===== src/design/sps_pkg.sv =====
// Purpose: shared constants and types for the sensor power/reset sequencer
// Assumes: one 20 MHz clock for both ends, synchronous active-high reset
// Notes:   rails are one-bit enables, 1 = rail on; the link is pins only
//
// Behaviour
// RQ1 - host enables rails in order, 100 us apart
// RQ2 - pll rail never raised after others
// RQ3 - reference clock starts after last rail stable
// RQ4 - host holds hard reset low at least 1 ms
// RQ5 - pixel outputs tri-stated while hard reset asserted
// RQ6 - device init within 150000 clocks; host waits
// RQ7 - host configures, then waits 1 ms for lock
// RQ8 - stream bit one moves standby into streaming
// RQ9 - host clears stream bit first at power-down
// RQ10 - device finishes row or frame before standby
// RQ11 - host removes rails in reverse order, pll last
// RQ12 - host waits 100 ms before next power-up
// RQ13 - host walks explicit states, skipping no wait
package sps_pkg;
  localparam int unsigned CLK_HZ         = 20_000_000;
  localparam int unsigned RAIL_STEP_US   = 100;
  localparam int unsigned HARD_RESET_US  = 1000;
  localparam int unsigned PLL_LOCK_US    = 1000;
  localparam int unsigned OFF_WAIT_MS    = 100;
  localparam int unsigned INIT_REF_CLKS  = 150000;
  // least times round up to whole cycles
  localparam int unsigned RAIL_STEP_CYC  =
    (RAIL_STEP_US * (CLK_HZ / 1000) + 999) / 1000;
  localparam int unsigned HARD_RESET_CYC =
    (HARD_RESET_US * (CLK_HZ / 1000) + 999) / 1000;
  localparam int unsigned PLL_LOCK_CYC   =
    (PLL_LOCK_US * (CLK_HZ / 1000) + 999) / 1000;
  localparam int unsigned OFF_WAIT_CYC   = OFF_WAIT_MS * (CLK_HZ / 1000);
  localparam int unsigned REF_DIV        = 2;
  localparam int unsigned CNT_W          = 32;
  localparam int unsigned STREAM_BIT     = 2;
  localparam logic [15:0] RESET_CTRL_RST = 16'h0000;

  // rail index in power-up order
  localparam int unsigned RAIL_PLL  = 0;
  localparam int unsigned RAIL_ANA  = 1;
  localparam int unsigned RAIL_IO   = 2;
  localparam int unsigned RAIL_CORE = 3;
  localparam int unsigned RAIL_SER  = 4;
  localparam int unsigned RAIL_N    = 5;

  typedef enum logic [3:0] {
    SPS_H_OFF    = 4'h0,
    SPS_H_RAILS  = 4'h1,
    SPS_H_CLOCK  = 4'h2,
    SPS_H_RESET  = 4'h3,
    SPS_H_INIT   = 4'h4,
    SPS_H_CONFIG = 4'h5,
    SPS_H_LOCK   = 4'h6,
    SPS_H_STREAM = 4'h7,
    SPS_H_DRAIN  = 4'h8,
    SPS_H_DOWN   = 4'h9,
    SPS_H_REST   = 4'ha
  } sps_host_state_t;

  typedef enum logic [2:0] {
    SPS_D_UNPWR   = 3'h0,
    SPS_D_RESET   = 3'h1,
    SPS_D_INIT    = 3'h2,
    SPS_D_STANDBY = 3'h3,
    SPS_D_STREAM  = 3'h4,
    SPS_D_DRAIN   = 3'h5
  } sps_dev_state_t;
endpackage


===== src/design/sps_link_if.sv =====
`timescale 1ns/10ps
// Purpose: pin-level link between host sequencer and sensor
// Assumes: all signals synchronous to the common clk
// Notes:   the stream bit stands in for the reset control register bit
interface sps_link_if;
  logic [4:0] rail_en;
  logic       reference_clock_in;
  logic       hard_reset_n;
  logic       stream_bit;
  logic       standby;
  logic       streaming;

  modport host (
    output rail_en,
    output reference_clock_in,
    output hard_reset_n,
    output stream_bit,
    input  standby,
    input  streaming
  );
  modport dev (
    input  rail_en,
    input  reference_clock_in,
    input  hard_reset_n,
    input  stream_bit,
    output standby,
    output streaming
  );
endinterface


===== src/design/sps_host.sv =====
`timescale 1ns/10ps
// Purpose: host power, clock, reset and streaming sequencer
// Assumes: single clock; start/stop are level requests from the user
// Notes:   configuration is the user's job, signalled by cfg_done
module sps_host #(
  parameter int unsigned RAIL_STEP_CYC  = sps_pkg::RAIL_STEP_CYC,
  parameter int unsigned HARD_RESET_CYC = sps_pkg::HARD_RESET_CYC,
  parameter int unsigned INIT_REF_CLKS  = sps_pkg::INIT_REF_CLKS,
  parameter int unsigned PLL_LOCK_CYC   = sps_pkg::PLL_LOCK_CYC,
  parameter int unsigned OFF_WAIT_CYC   = sps_pkg::OFF_WAIT_CYC
) (
  // clock and reset
  input  wire logic                     clk,
  input  wire logic                     rst,
  // link
  sps_link_if.host                      link,
  // user side
  input  wire logic                     power_req,
  input  wire logic                     cfg_done,
  output logic                          cfg_window,
  output sps_pkg::sps_host_state_t      state
);
  import sps_pkg::*;

  sps_host_state_t   state_reg;
  logic [CNT_W-1:0]  cnt_reg;
  logic [2:0]        rail_idx_reg;
  logic [RAIL_N-1:0] rail_reg;
  logic              ref_en_reg;
  logic              ref_clk_reg;
  logic [CNT_W-1:0]  ref_cnt_reg;
  logic              rst_n_reg;
  logic              stream_reg;
  logic              ref_rise;
  logic              hold_cnt;
  logic              start;
  logic              rail_tick;
  logic              rails_up;
  logic              reset_done;
  logic              init_done;
  logic              cfg_taken;
  logic              lock_done;
  logic              stop_req;
  logic              drained;
  logic              down_tick;
  logic              rails_off;
  logic              rest_done;

  function automatic logic done(input logic [CNT_W-1:0] c,
                                input int unsigned n);
    done = (c >= CNT_W'(n - 1));
  endfunction

  assign ref_rise = ref_en_reg && !ref_clk_reg;

  // step events, one per wait, two in RAILS and DOWN; init_done, cfg_taken, rails_off and rest_done drive only the state
  assign start      = (state_reg == SPS_H_OFF) && power_req;
  assign rail_tick  = (state_reg == SPS_H_RAILS) &&
                      done(cnt_reg, RAIL_STEP_CYC); // RQ1
  assign rails_up   = rail_tick && (rail_idx_reg == 3'(RAIL_N));
  assign reset_done = (state_reg == SPS_H_RESET) &&
                      done(cnt_reg, HARD_RESET_CYC); // RQ4
  assign init_done  = (state_reg == SPS_H_INIT) && ref_rise &&
                      done(ref_cnt_reg, INIT_REF_CLKS); // RQ6
  assign cfg_taken  = (state_reg == SPS_H_CONFIG) && cfg_done; // RQ7
  assign lock_done  = (state_reg == SPS_H_LOCK) &&
                      done(cnt_reg, PLL_LOCK_CYC); // RQ7
  assign stop_req   = (state_reg == SPS_H_STREAM) && !power_req; // RQ9
  // soft standby reported by the device ends the drain
  assign drained    = (state_reg == SPS_H_DRAIN) && link.standby &&
                      !link.streaming; // RQ10
  assign down_tick  = (state_reg == SPS_H_DOWN) &&
                      done(cnt_reg, RAIL_STEP_CYC); // RQ11
  assign rails_off  = down_tick && (rail_idx_reg == 3'h1);
  assign rest_done  = (state_reg == SPS_H_REST) &&
                      done(cnt_reg, OFF_WAIT_CYC); // RQ12
  // the step counter idles at zero in states that wait on events
  assign hold_cnt   = (state_reg == SPS_H_OFF)    ||
                      (state_reg == SPS_H_CLOCK)  ||
                      (state_reg == SPS_H_INIT)   ||
                      (state_reg == SPS_H_CONFIG) ||
                      (state_reg == SPS_H_STREAM) ||
                      (state_reg == SPS_H_DRAIN);

  // sequence state; every wait ends only on its own step event
  always_ff @(posedge clk) begin
    if (rst) begin
      state_reg <= SPS_H_OFF;
    end else begin
      unique case (state_reg)
        SPS_H_OFF: begin
          if (start) begin
            state_reg <= SPS_H_RAILS;
          end
        end
        SPS_H_RAILS: begin
          if (rails_up) begin
            state_reg <= SPS_H_CLOCK; // RQ13
          end
        end
        SPS_H_CLOCK: begin
          // clock starts on entry; reset width counted from SPS_H_RESET entry
          state_reg <= SPS_H_RESET; // RQ3
        end
        SPS_H_RESET: begin
          if (reset_done) begin
            state_reg <= SPS_H_INIT;
          end
        end
        SPS_H_INIT: begin
          if (init_done) begin
            state_reg <= SPS_H_CONFIG;
          end
        end
        SPS_H_CONFIG: begin
          if (cfg_taken) begin
            state_reg <= SPS_H_LOCK;
          end
        end
        SPS_H_LOCK: begin
          if (lock_done) begin
            state_reg <= SPS_H_STREAM;
          end
        end
        SPS_H_STREAM: begin
          if (stop_req) begin
            state_reg <= SPS_H_DRAIN;
          end
        end
        SPS_H_DRAIN: begin
          if (drained) begin
            state_reg <= SPS_H_DOWN;
          end
        end
        SPS_H_DOWN: begin
          if (rails_off) begin
            state_reg <= SPS_H_REST;
          end
        end
        SPS_H_REST: begin
          if (rest_done) begin
            state_reg <= SPS_H_OFF;
          end
        end
        default: begin
          state_reg <= SPS_H_OFF; // RQ13
        end
      endcase
    end
  end

  // one shared step counter: the timed waits never overlap
  always_ff @(posedge clk) begin
    if (rst || hold_cnt || rail_tick || down_tick) begin
      cnt_reg <= '0;
    end else begin
      cnt_reg <= cnt_reg + 1'b1;
    end
  end

  // rails rise in order and fall in reverse, one per step
  always_ff @(posedge clk) begin
    if (rst) begin
      rail_reg     <= '0;
      rail_idx_reg <= '0;
    end else if (start) begin
      rail_reg[RAIL_PLL] <= 1'b1; // RQ2
      rail_idx_reg       <= 3'h1;
    end else if (rail_tick && !rails_up) begin
      rail_reg[rail_idx_reg] <= 1'b1; // RQ1
      rail_idx_reg           <= rail_idx_reg + 3'h1;
    end else if (drained) begin
      rail_idx_reg <= 3'(RAIL_N);
    end else if (down_tick) begin
      rail_reg[rail_idx_reg - 3'h1] <= 1'b0; // RQ11
      rail_idx_reg                  <= rail_idx_reg - 3'h1;
    end
  end

  // clock runs only once every rail is up, and stops before rails fall
  always_ff @(posedge clk) begin
    if (rst || drained) begin
      ref_en_reg <= 1'b0;
    end else if (rails_up) begin
      ref_en_reg <= 1'b1; // RQ3
    end
  end

  // reference clock: divided from clk, only once rails are stable
  always_ff @(posedge clk) begin
    if (rst || !ref_en_reg) begin
      ref_clk_reg <= 1'b0;
    end else begin
      ref_clk_reg <= ~ref_clk_reg;
    end
  end

  always_ff @(posedge clk) begin
    if (rst || reset_done) begin
      ref_cnt_reg <= '0;
    end else if ((state_reg == SPS_H_INIT) && ref_rise) begin
      ref_cnt_reg <= ref_cnt_reg + 1'b1; // RQ6
    end
  end

  // hard reset low for the whole width and again at power-down
  always_ff @(posedge clk) begin
    if (rst || drained) begin
      rst_n_reg <= 1'b0;
    end else if (reset_done) begin
      rst_n_reg <= 1'b1; // RQ4
    end
  end

  always_ff @(posedge clk) begin
    if (rst || stop_req) begin
      stream_reg <= 1'b0; // RQ9
    end else if (lock_done) begin
      stream_reg <= 1'b1; // RQ8
    end
  end

  assign link.rail_en            = rail_reg;
  assign link.reference_clock_in = ref_clk_reg;
  assign link.hard_reset_n       = rst_n_reg;
  assign link.stream_bit         = stream_reg;
  assign cfg_window              = (state_reg == SPS_H_CONFIG);
  assign state                   = state_reg;
endmodule


===== src/flat_wrapper.sv =====
// flat-port wrapper written by rule: the top's interface ports become plain ports
module sps_host_flat import sps_pkg::*;
#(
  parameter int unsigned RAIL_STEP_CYC  = sps_pkg::RAIL_STEP_CYC,
  parameter int unsigned HARD_RESET_CYC = sps_pkg::HARD_RESET_CYC,
  parameter int unsigned INIT_REF_CLKS  = sps_pkg::INIT_REF_CLKS,
  parameter int unsigned PLL_LOCK_CYC   = sps_pkg::PLL_LOCK_CYC,
  parameter int unsigned OFF_WAIT_CYC   = sps_pkg::OFF_WAIT_CYC
)
  (clk, rst, power_req, cfg_done, cfg_window, state, link_rail_en, link_reference_clock_in, link_hard_reset_n, link_stream_bit, link_standby, link_streaming);
  sps_link_if link_i ();
  input  wire logic clk;
  input  wire logic rst;
  input  wire logic power_req;
  input  wire logic cfg_done;
  output logic cfg_window;
  output sps_pkg::sps_host_state_t state;
  output wire logic [$bits(link_i.rail_en)-1:0] link_rail_en;
  output wire logic [$bits(link_i.reference_clock_in)-1:0] link_reference_clock_in;
  output wire logic [$bits(link_i.hard_reset_n)-1:0] link_hard_reset_n;
  output wire logic [$bits(link_i.stream_bit)-1:0] link_stream_bit;
  input wire logic [$bits(link_i.standby)-1:0] link_standby;
  input wire logic [$bits(link_i.streaming)-1:0] link_streaming;
  assign link_rail_en = link_i.rail_en;
  assign link_reference_clock_in = link_i.reference_clock_in;
  assign link_hard_reset_n = link_i.hard_reset_n;
  assign link_stream_bit = link_i.stream_bit;
  assign link_i.standby = link_standby;
  assign link_i.streaming = link_streaming;
  sps_host #(.RAIL_STEP_CYC(RAIL_STEP_CYC), .HARD_RESET_CYC(HARD_RESET_CYC), .INIT_REF_CLKS(INIT_REF_CLKS), .PLL_LOCK_CYC(PLL_LOCK_CYC), .OFF_WAIT_CYC(OFF_WAIT_CYC)) u_core (.clk(clk), .rst(rst), .link(link_i), .power_req(power_req), .cfg_done(cfg_done), .cfg_window(cfg_window), .state(state));
endmodule

===== config.mk =====
export PLATFORM = sky130hd
export DESIGN_NAME = sps_host_flat
export DESIGN_NICKNAME = d
export VERILOG_FILES = /design/src/design/sps_pkg.sv /design/src/design/sps_link_if.sv /design/src/design/sps_host.sv /design/src/flat_wrapper.sv
export SDC_FILE = /design/constraint.sdc
export NUM_CORES = 1
export LEC_CHECK = 0
export BUFFER_PORTS_ARGS = -buffer_cell sky130_fd_sc_hd__buf_2
export CORE_MARGIN = 10
export CORE_UTILIZATION = 45
export CTS_BUF_LIST = sky130_fd_sc_hd__clkbuf_16
export DETAILED_ROUTE_END_ITERATION = 6
export HOLD_SLACK_MARGIN = 0.15
export PLACE_DENSITY_LB_ADDON = 0.15
export SLEW_MARGIN = 20
export SYNTH_ARGS = -nofsm -noshare
export SYNTH_HDL_FRONTEND = slang
export SYNTH_SLANG_ARGS = --single-unit

===== constraint.sdc =====
create_clock -name clk -period 2 [get_ports clk]
set_input_delay 0.2 -clock clk [delete_from_list [all_inputs] [get_ports clk]]
set_output_delay 0.2 -clock clk [all_outputs]
set_load 0.01 [all_outputs]

Word level (Yosys, flattened, before mapping). Index checks and enable logic that the tools add are counted.

Bits of input ports: 6. Output and inout port bits: 13. Logic and storage cells: 119. Bits in registers: 80.

Bitwise operators: 5. Reductions and logical operators: 44. Multiplexer cells: 23. Magnitude comparators: 8. Add/subtract/negate cells: 4. Equality and inequality tests: 24.

Operator list (number): adder 32 x 1 -> 32 bit (second input constant) (2); one-hot mux 4 bit (11 select lines) (1); two-way mux 4 bit (10); greater-or-equal comparator 32 x 11 -> 1 bit (second input constant) (1); greater-or-equal comparator 32 x 15 -> 1 bit (second input constant) (1); greater-or-equal comparator 32 x 18 -> 1 bit (second input constant) (1); greater-or-equal comparator 32 x 21 -> 1 bit (second input constant) (1); != test 2 x 1 -> 1 bit (second input constant) (10); logical AND 1 bit (18); equality test 4 x 3 -> 1 bit (second input constant) (4); two-way mux 5 bit (3); equality test 4 bit (second input constant) (3); logical OR 1 bit (12); AND reduction 10 bit (1); two-way mux 3 bit (3); equality test 4 x 2 -> 1 bit (second input constant) (2); less-than comparator 3 x 4 -> 1 bit (second input constant) (2); demux 1 bit (select 3 bit) (2); greater-or-equal comparator 3 x 1 -> 1 bit (second input constant) (2); nonzero test 3 bit (2); bitwise AND 5 bit (1); logical NOT 1 bit (5); inverter 5 bit (1); bitwise OR 5 bit (1); 15 further kinds (19).

Depth between registers and ports, before layout. Gate-level depths: netlist of run 1.

Word-level depth: 11. Gate-level depth with buffers: 9. Depth with buffers taken out: 8.

Least setup slack after synthesis of run 1. Ideal clock, no wire load.

Path kind: reg-to-reg. From: register u_core.cnt_reg[0]. To: register u_core.ref_cnt_reg[8]. Setup time: 0.119 ns. Required time: 1.881 ns. Arrival: 1.920 ns. Buffers on the path: 2. Cell stages (with the launch flop): 10. Period minus slack after synthesis: 2.039 ns. Path slack: -0.039 ns. Path through: dfxtp_1 ha_1 nand4_1 a211o_1 nand4_4 and4_4 or2_1 buf_6 buf_12 nor2_4.

Word-level cells in the longest chain between the ends: 3.

Ends and longest elaborated chain: start: declaration (line sps_host.sv:26) `logic [CNT_W-1:0] cnt_reg;`; start signal: assignment (line sps_host.sv:157) `cnt_reg <= cnt_reg + 1'b1;`; greater-or-equal comparator 32 x 15 -> 1 bit (line sps_host.sv:51) `done = (c >= CNT_W'(n - 1));`; logical AND 1 bit (line sps_host.sv:61) `assign reset_done = (state_reg == SPS_H_RESET) &&`; logical OR 1 bit (line sps_host.sv:199) `if (rst || reset_done) begin`; end signal: assignment (line sps_host.sv:202) `ref_cnt_reg <= ref_cnt_reg + 1'b1;`; end: declaration (line sps_host.sv:31) `logic [CNT_W-1:0] ref_cnt_reg;`.

No other way between the ends. A chain may end at the register's enable or synchronous reset.

Worst setup path after layout of run 1.
From: register u_core.cnt_reg[1]. To: register u_core.state_reg[1], in the netlist u_core.state[1].

Word-level cells in the longest chain between the ends: 5. Elaborated cells on any way between the ends: 16. Those cells by class: order compare (3); eq/ne (5); reduce/logical (8).

Ends and longest elaborated chain: greater-or-equal comparator 32 x 11 -> 1 bit (line sps_host.sv:51); logical AND 1 bit (on tied branches) (line sps_host.sv:58, sps_host.sv:72); logical AND 1 bit (on tied branches) (line sps_host.sv:60, sps_host.sv:74); != test 2 x 1 -> 1 bit (no source line); AND reduction 10 bit (no source line) (*); end signal: assignment (line sps_host.sv:88) `state_reg <= SPS_H_OFF;`; end signal: assignment (line sps_host.sv:93) `state_reg <= SPS_H_RAILS;`; end signal: assignment (line sps_host.sv:98) `state_reg <= SPS_H_CLOCK;`; end: declaration (line sps_host.sv:25) `sps_host_state_t state_reg;`.

Every way passes the cells marked *; elsewhere a longest branch is shown, timed or not.

==> results of run 1 <==
[per-layer routing]
layer | wire length [microns] | vias to the layer above
met5 | 0 | -
met4 | 80 | 0
met3 | 314 | 5
met2 | 4598 | 39
met1 | 4593 | 1708
li1 | - | 1852
[what timing repair did]
item | CTS | global route
cloned | 0 | 1
pin swaps | 2 | 13
buffers inserted | 0 | 4
resized for setup | 3 | 27
hold buffers | 0 | 0
endpoints found under the setup margin | 2 | 68
hold endpoints to repair | 0 | 0
[power groups by stage]
stage                     registers (mW)  logic [mW]  clock network (mW)
after floorplan                     1.73       0.429                   0
after global placement              1.72       0.652                   0
after detailed placement            1.72       0.653                   0
after CTS                           1.69       0.660                1.77
final                               1.69       0.721                1.72
after global routing                1.70       0.776                1.84
[area by class of cell]
| type | count | area (sq um) |
|---|---|---|
| clock buffer | 9 | 225.2 |
| sequential | 80 | 1614 |
| multi-input combinational | 383 | 2724 |
| clock inverter | 7 | 86.33 |
| timing repair buffer | 71 | 546.8 |
| inverter | 16 | 60.06 |
| fill | 908 | 4217 |
| tap | 133 | 166.4 |
[critical path, delay by kind of cell (launching register included)]
kind	cells	cell delay (ps)
AOI/OAI and AO/OA	3	610
and+or+nand+nor	3	740
DFF	1	360
adders and majority gates	1	150
[cell usage after synthesis (2+ instances only)]
cell      instances
nor4_2            3
a211oi_1          4
or2_2             2
nand2_1          35
mux2i_1           2
nor2_4           30
ha_1              5
a311oi_1          3
nand4_1          17
o21ai_0           5
a31oi_1           5
nor2b_1           4
inv_1            16
dfxtp_1          80
nor3_1           17
and4_1            4
a21oi_1           9
nor3b_1           3
nor2_1           77
nand3_1          24
a21boi_1          2
nand2b_1          7
xor2_1           25
and3_1           11
buf_12            3
xnor2_1          38
nand3b_1          2
clkbuf_1          6
buf_2             7
nor4_1           10
a31o_1            2
a211o_1           3
o31ai_1           3
[kinds of logic (layout without fill, tap and decap cells)]
logic type,count (synthesis),in the layout
simple gates,264,264
flops,80,80
xor+xnor,63,63
compound gates,49,49
buf+inv,34,103
fa+ha+maj,5,5
mux,2,2
[path summary, 6_finish.rpt]
path,start,end,slack [ps],cells past startpoint
max,u_core.cnt_reg[1],u_core.state[1],40,7
min,rst,u_core.link.rail_en[4],250,2
max reg2reg,u_core.cnt_reg[1],u_core.state[1],40,7
min reg2reg,u_core.link.rail_en[3],u_core.link.rail_en[3],470,2
[stage by stage]
stage,hold slack [ps],setup WS [ps]
2_1_floorplan,384.6,41.16
3_3_place_gp,439.5,31.23
3_5_place_dp,451.9,-5.217
4_1_cts,235.0,4.190
5_1_grt,250.3,-25.10
6_report,248.2,41.14
==> results_dict.tcl, run 1 <==
set metrics [dict create \
    status "completed" \
    synthXorXnorAreaFrac_pct 12.54 \
    worst_path_arrival_time_ps 2190 \
    synth-compound-area-share_pct 8.476 \
    syn_nets 508 \
    overall_die_area_sq_mm 0.01413 \
    drt_pre_antenna_iters 4 \
    yosys_register_bits 80 \
    yosys_warnings 0 \
    detail_route.vias_per_cell 5.156 \
    comb_power_share_pct 17.4 \
    number_of_synthesized_flops_with_an_enable_pin 0 \
    layout.nets 572 \
    coreArea_sq_mm 0.009639 \
    io_buffer_count 18 \
    first_iter_violations 145 \
    total_via_count_after_detailed_routing 3604 \
    ys_dominant_reg_cell "dfxtp_1" \
    most-common-layout-cells "nor2_1 (77), dfxtp_1 (74), buf_4 (48)" \
    startpoint_type "flop" \
    ir_drop_mv 0.5843 \
    ctsRootBufferMaster "clkbuf_16" \
    total_power_mw 4.139 \
    placed_cell_area_sq_mm 0.004932 \
    globalRouteOverflowTotal 0 \
    critical_path.endpoint_type "flop" \
    syn_area_per_cell_sq_um 8.852 \
    hold_path.class "input pin to flop" \
    drt.antenna.violating_nets 0 \
    antenna_diodes 0 \
    grt.busiest_layer "met2" \
    power.share.clock_pct 41.6 \
    met3_usage_pct 4.818 \
    sink_count_of_the_clock_tree 80 \
    netSwitchingPower_mw 1.102 \
    synth_cell_types 66 \
    post_synthesis_instance_area_sq_mm 0.004399 \
    ctsLongestPathBuffers 2 \
    cp_slowest_cell "or4_4" \
    design.portCount 19 \
    slew_headroom_pct 74.23 \
    finalSetupViolations 0 \
    fin_tns_setup_ps 0 \
    initial_cell_density_of_the_core_pct 45.64 \
    power.density_cell_area_mw_per_mm2 763.3 \
    final_setup_skew_ps 3.765 \
    use_met1_pct 17.61 \
    critical_path.max_stage_delay_ps 540 \
    h-tree-depth 3 \
    timing.critical_path.cells "ha_4 -> nand3_2 -> a211o_4 -> nand3b_1 -> a21boi_2 -> or4_4 -> o211a_1" \
    finalHoldViolations 0 \
    critical_path.max_fanout 4 \
    final_cell_area_sq_mm 0.005423 \
    cts_tree "yes" \
    netlist.area_leader.share_pct 36.41 \
    number_of_antenna_violations_at_the_first_check_in_global_routing 0 \
    power.leakage_nw 1.856 \
    cp.required_ps 2230 \
    power.sequential.fraction_pct 40.9 \
    sw_frac_of_total_pct 26.63 \
    drt-wirelength-per-cell_microns 13.72 \
    cell_count_after_synthesis 497 \
    post_synth_simple_gate_area_pct 36.23 \
    synth_largest_area_cell "dfxtp_1" \
    fin_crit_sh_pct 97.94 \
    global_route.usage.met2_pct 22.15 \
    globalplace.congestion 0.8570 \
    synth_seq_area_share_pct 36.41 \
    first_global_vias 3489 \
    synth-async-reset-ratio_pct 0 \
    die_height_microns 118.9 \
    post_route_cells_drive_above_1_share_pct 27.03 \
    placed_cells_incl_taps 678 \
    global_route_wire_length_before_repair_microns 16620 \
    synth.area.top_cells "dfxtp_1 (36%), nor2_4 (7.7%), xnor2_1 (7.6%), nor2_1 (6.6%), xor2_1 (5.0%)" \
    clock_latency_ps 340 \
    dpl.hpwl_microns 6887 \
    critical_path_class "flop to flop" \
    rsz0062_at_grt "yes" \
    number_of_pins_exceeding_their_max_slew_limit_in_the_final_report 0 \
    intPower_mw 3.037 \
    groute.usage.overall_pct 13.92 \
    worst_setup_hold_path_clk_slew_ps 60 \
    min_period_ps 1959 \
    fmaxAchievable_ghz 0.5105 \
    synthMuxAreaShare_pct 0.4551 \
    layoutNonFillerInstCount 699 \
    layout_commonest_cell "nor2_1" \
    die_x_microns 118.9 \
    placement_rows 36 \
    yosys.area_share.adder_pct 1.422 \
    syn_to_final_growth_pct 23.27 \
    finish.utilization_pct 56.26 \
    drv_cap 0 \
    drc 0 \
    pin_count_of_the_biggest_net_entering_global_routing 33 \
    cts_inserted_buffers 9 \
    synth_top_family_by_area "simple AND/OR/NAND/NOR gates" \
    actual_slew_at_the_worst_max_slew_pin_ps 382.6 \
    drt-total-wl_microns 9587 \
]
Note: power is estimated with default switching activity, not from simulation.
==> inputs of run 2 (changes only) <==
--- a/config.mk
+++ b/config.mk
@@ -11,7 +11,6 @@
 export CTS_BUF_LIST = sky130_fd_sc_hd__clkbuf_16
 export DETAILED_ROUTE_END_ITERATION = 6
 export HOLD_SLACK_MARGIN = 0.15
-export PLACE_DENSITY_LB_ADDON = 0.15
 export SLEW_MARGIN = 20
 export SYNTH_ARGS = -nofsm -noshare
 export SYNTH_HDL_FRONTEND = slang
==> results_dict.tcl, run 2 (same netlist as run 1, synthesis figures left out) <==
set metrics [dict create \
    cp_slowest_cell "a211o_4" \
    power.leakage_nw 1.912 \
    h-tree-depth 3 \
    dpl.hpwl_microns 6873 \
    drt.antenna.violating_nets 0 \
    overall_die_area_sq_mm 0.01413 \
    slew_headroom_pct 74.70 \
    critical_path.max_stage_delay_ps 370 \
    critical_path_class "flop to flop" \
    worst_path_arrival_time_ps 2220 \
    pin_count_of_the_biggest_net_entering_global_routing 33 \
    fin_tns_setup_ps 0 \
    critical_path.endpoint_type "flop" \
    ctsRootBufferMaster "clkbuf_16" \
    total_via_count_after_detailed_routing 3648 \
    power.density_cell_area_mw_per_mm2 758.2 \
    global_route_wire_length_before_repair_microns 15970 \
    globalplace.congestion 0.8576 \
    drt_pre_antenna_iters 4 \
    coreArea_sq_mm 0.009639 \
    cp_num_buf_inv 0 \
    cp.required_ps 2240 \
    most-common-layout-cells "nor2_1 (77), dfxtp_1 (72), buf_4 (56)" \
    cts_tree "yes" \
    cts_inserted_buffers 9 \
    startpoint_type "flop" \
    number_of_antenna_violations_at_the_first_check_in_global_routing 0 \
    timing.critical_path.cells "ha_4 -> nand3_4 -> a211o_4 -> a311oi_4 -> and2b_2 -> a311oi_2 -> a311oi_1" \
    io_buffer_count 18 \
    actual_slew_at_the_worst_max_slew_pin_ps 374.2 \
    fmaxAchievable_ghz 0.5046 \
    drt-total-wl_microns 9476 \
    globalRouteOverflowTotal 0 \
    critical-path-top-delay-family "compound AO/OA/AOI/OAI gates" \
    fin_ws_ps 18.18 \
    groute.usage.overall_pct 13.30 \
    sink_count_of_the_clock_tree 80 \
    fin_hold_ws_ps 242.7 \
    antenna_diodes 0 \
    finalSetupViolations 0 \
    min_period_ps 1982 \
    finalHoldViolations 0 \
    number_of_pins_exceeding_their_max_slew_limit_in_the_final_report 0 \
    status "completed" \
    layout_commonest_cell "nor2_1" \
    worst_setup_hold_path_clk_slew_ps 60 \
    rsz0062_at_grt "yes" \
    post_cts_hold_buffer_count 0 \
    die_x_microns 118.9 \
    drt-wirelength-per-cell_microns 13.42 \
    design.portCount 19 \
    hold_path.class "input pin to flop" \
    post_route_cells_drive_above_1_share_pct 28.97 \
    final_setup_skew_ps 5.744 \
    ctsLongestPathBuffers 2 \
    dp_worst_setup_slack_ps -1.403 \
    fin_crit_sh_pct 99.09 \
    first_iter_violations 228 \
    ir_drop_mv 0.6794 \
    drv_cap 0 \
    syn_to_final_growth_pct 24.86 \
    first_global_vias 3510 \
    clock_latency_ps 340 \
    critical_path.max_fanout 4 \
    placement_rows 36 \
    initial_cell_density_of_the_core_pct 45.64 \
    detail_route.vias_per_cell 5.167 \
    layout.nets 579 \
    drc 0 \
    die_height_microns 118.9 \
]
==> run 2: path summary, 6_finish.rpt <==
path	endpoint	slack (ps)	from	cells past startpoint
setup reg to reg	u_core.link.rail_en[0]	20	u_core.cnt_reg[0]	7
hold reg to reg	u_core.cnt_reg[0]	440	u_core.cnt_reg[0]	1
hold / removal	u_core.link.rail_en[4]	240	rst	2
setup / recovery	u_core.link.rail_en[0]	20	u_core.cnt_reg[0]	7
==> run 2: area by class of cell <==
type                    count  area (sq um)
inverters                  16         60.06
repair buffers             78         595.6
clock buffers               9         225.2
well taps                 133         166.4
multi-input cells         383          2741
fillers                   917          4146
flip-flops and latches     80          1617
clock inverters             7         87.58
==> run 2: timing repair <==
action | in CTS | in global routing
setup buffers | 0 | 4
endpoints found under the setup margin | 6 | 75
pin swaps | 1 | 15
gates resized for setup | 1 | 33
cloned | 0 | 1
==> run 2: per-stage QoR <==
| stage | std cells | total power, mW | util [%] | area, sq um |
|---|---|---|---|---|
| 2_1_floorplan | 497 | 2.155 | - | 4414 |
| 6_report | 706 | 4.165 | 56.98 | 5493 |
| 4_1_cts | 701 | 4.127 | 54.97 | 5299 |
| 5_1_grt | 706 | 4.344 | 56.98 | 5493 |
| 3_3_place_gp | 685 | 2.391 | 51.71 | 4985 |
| 3_5_place_dp | 685 | 2.395 | 51.71 | 4985 |
==> run 2: metal layers <==
metal | GRT usage, % | vias to the layer above | routed length, microns
met5 | 0 | - | 0
met3 | 3.259 | 13 | 293
met2 | 22.29 | 50 | 4638
met4 | 4.885 | 0 | 146
met1 | 16.20 | 1713 | 4397
li1 | - | 1872 | -
==> run 2: power breakdown <==
part,total [mW],leakage (nW),switching (mW),internal [mW]
Clock,1.71,0.160,0.631,1.08
Combinational,0.761,1.10,0.411,0.350
Sequential,1.69,0.649,0.0535,1.64
Total,4.16,1.91,1.10,3.07
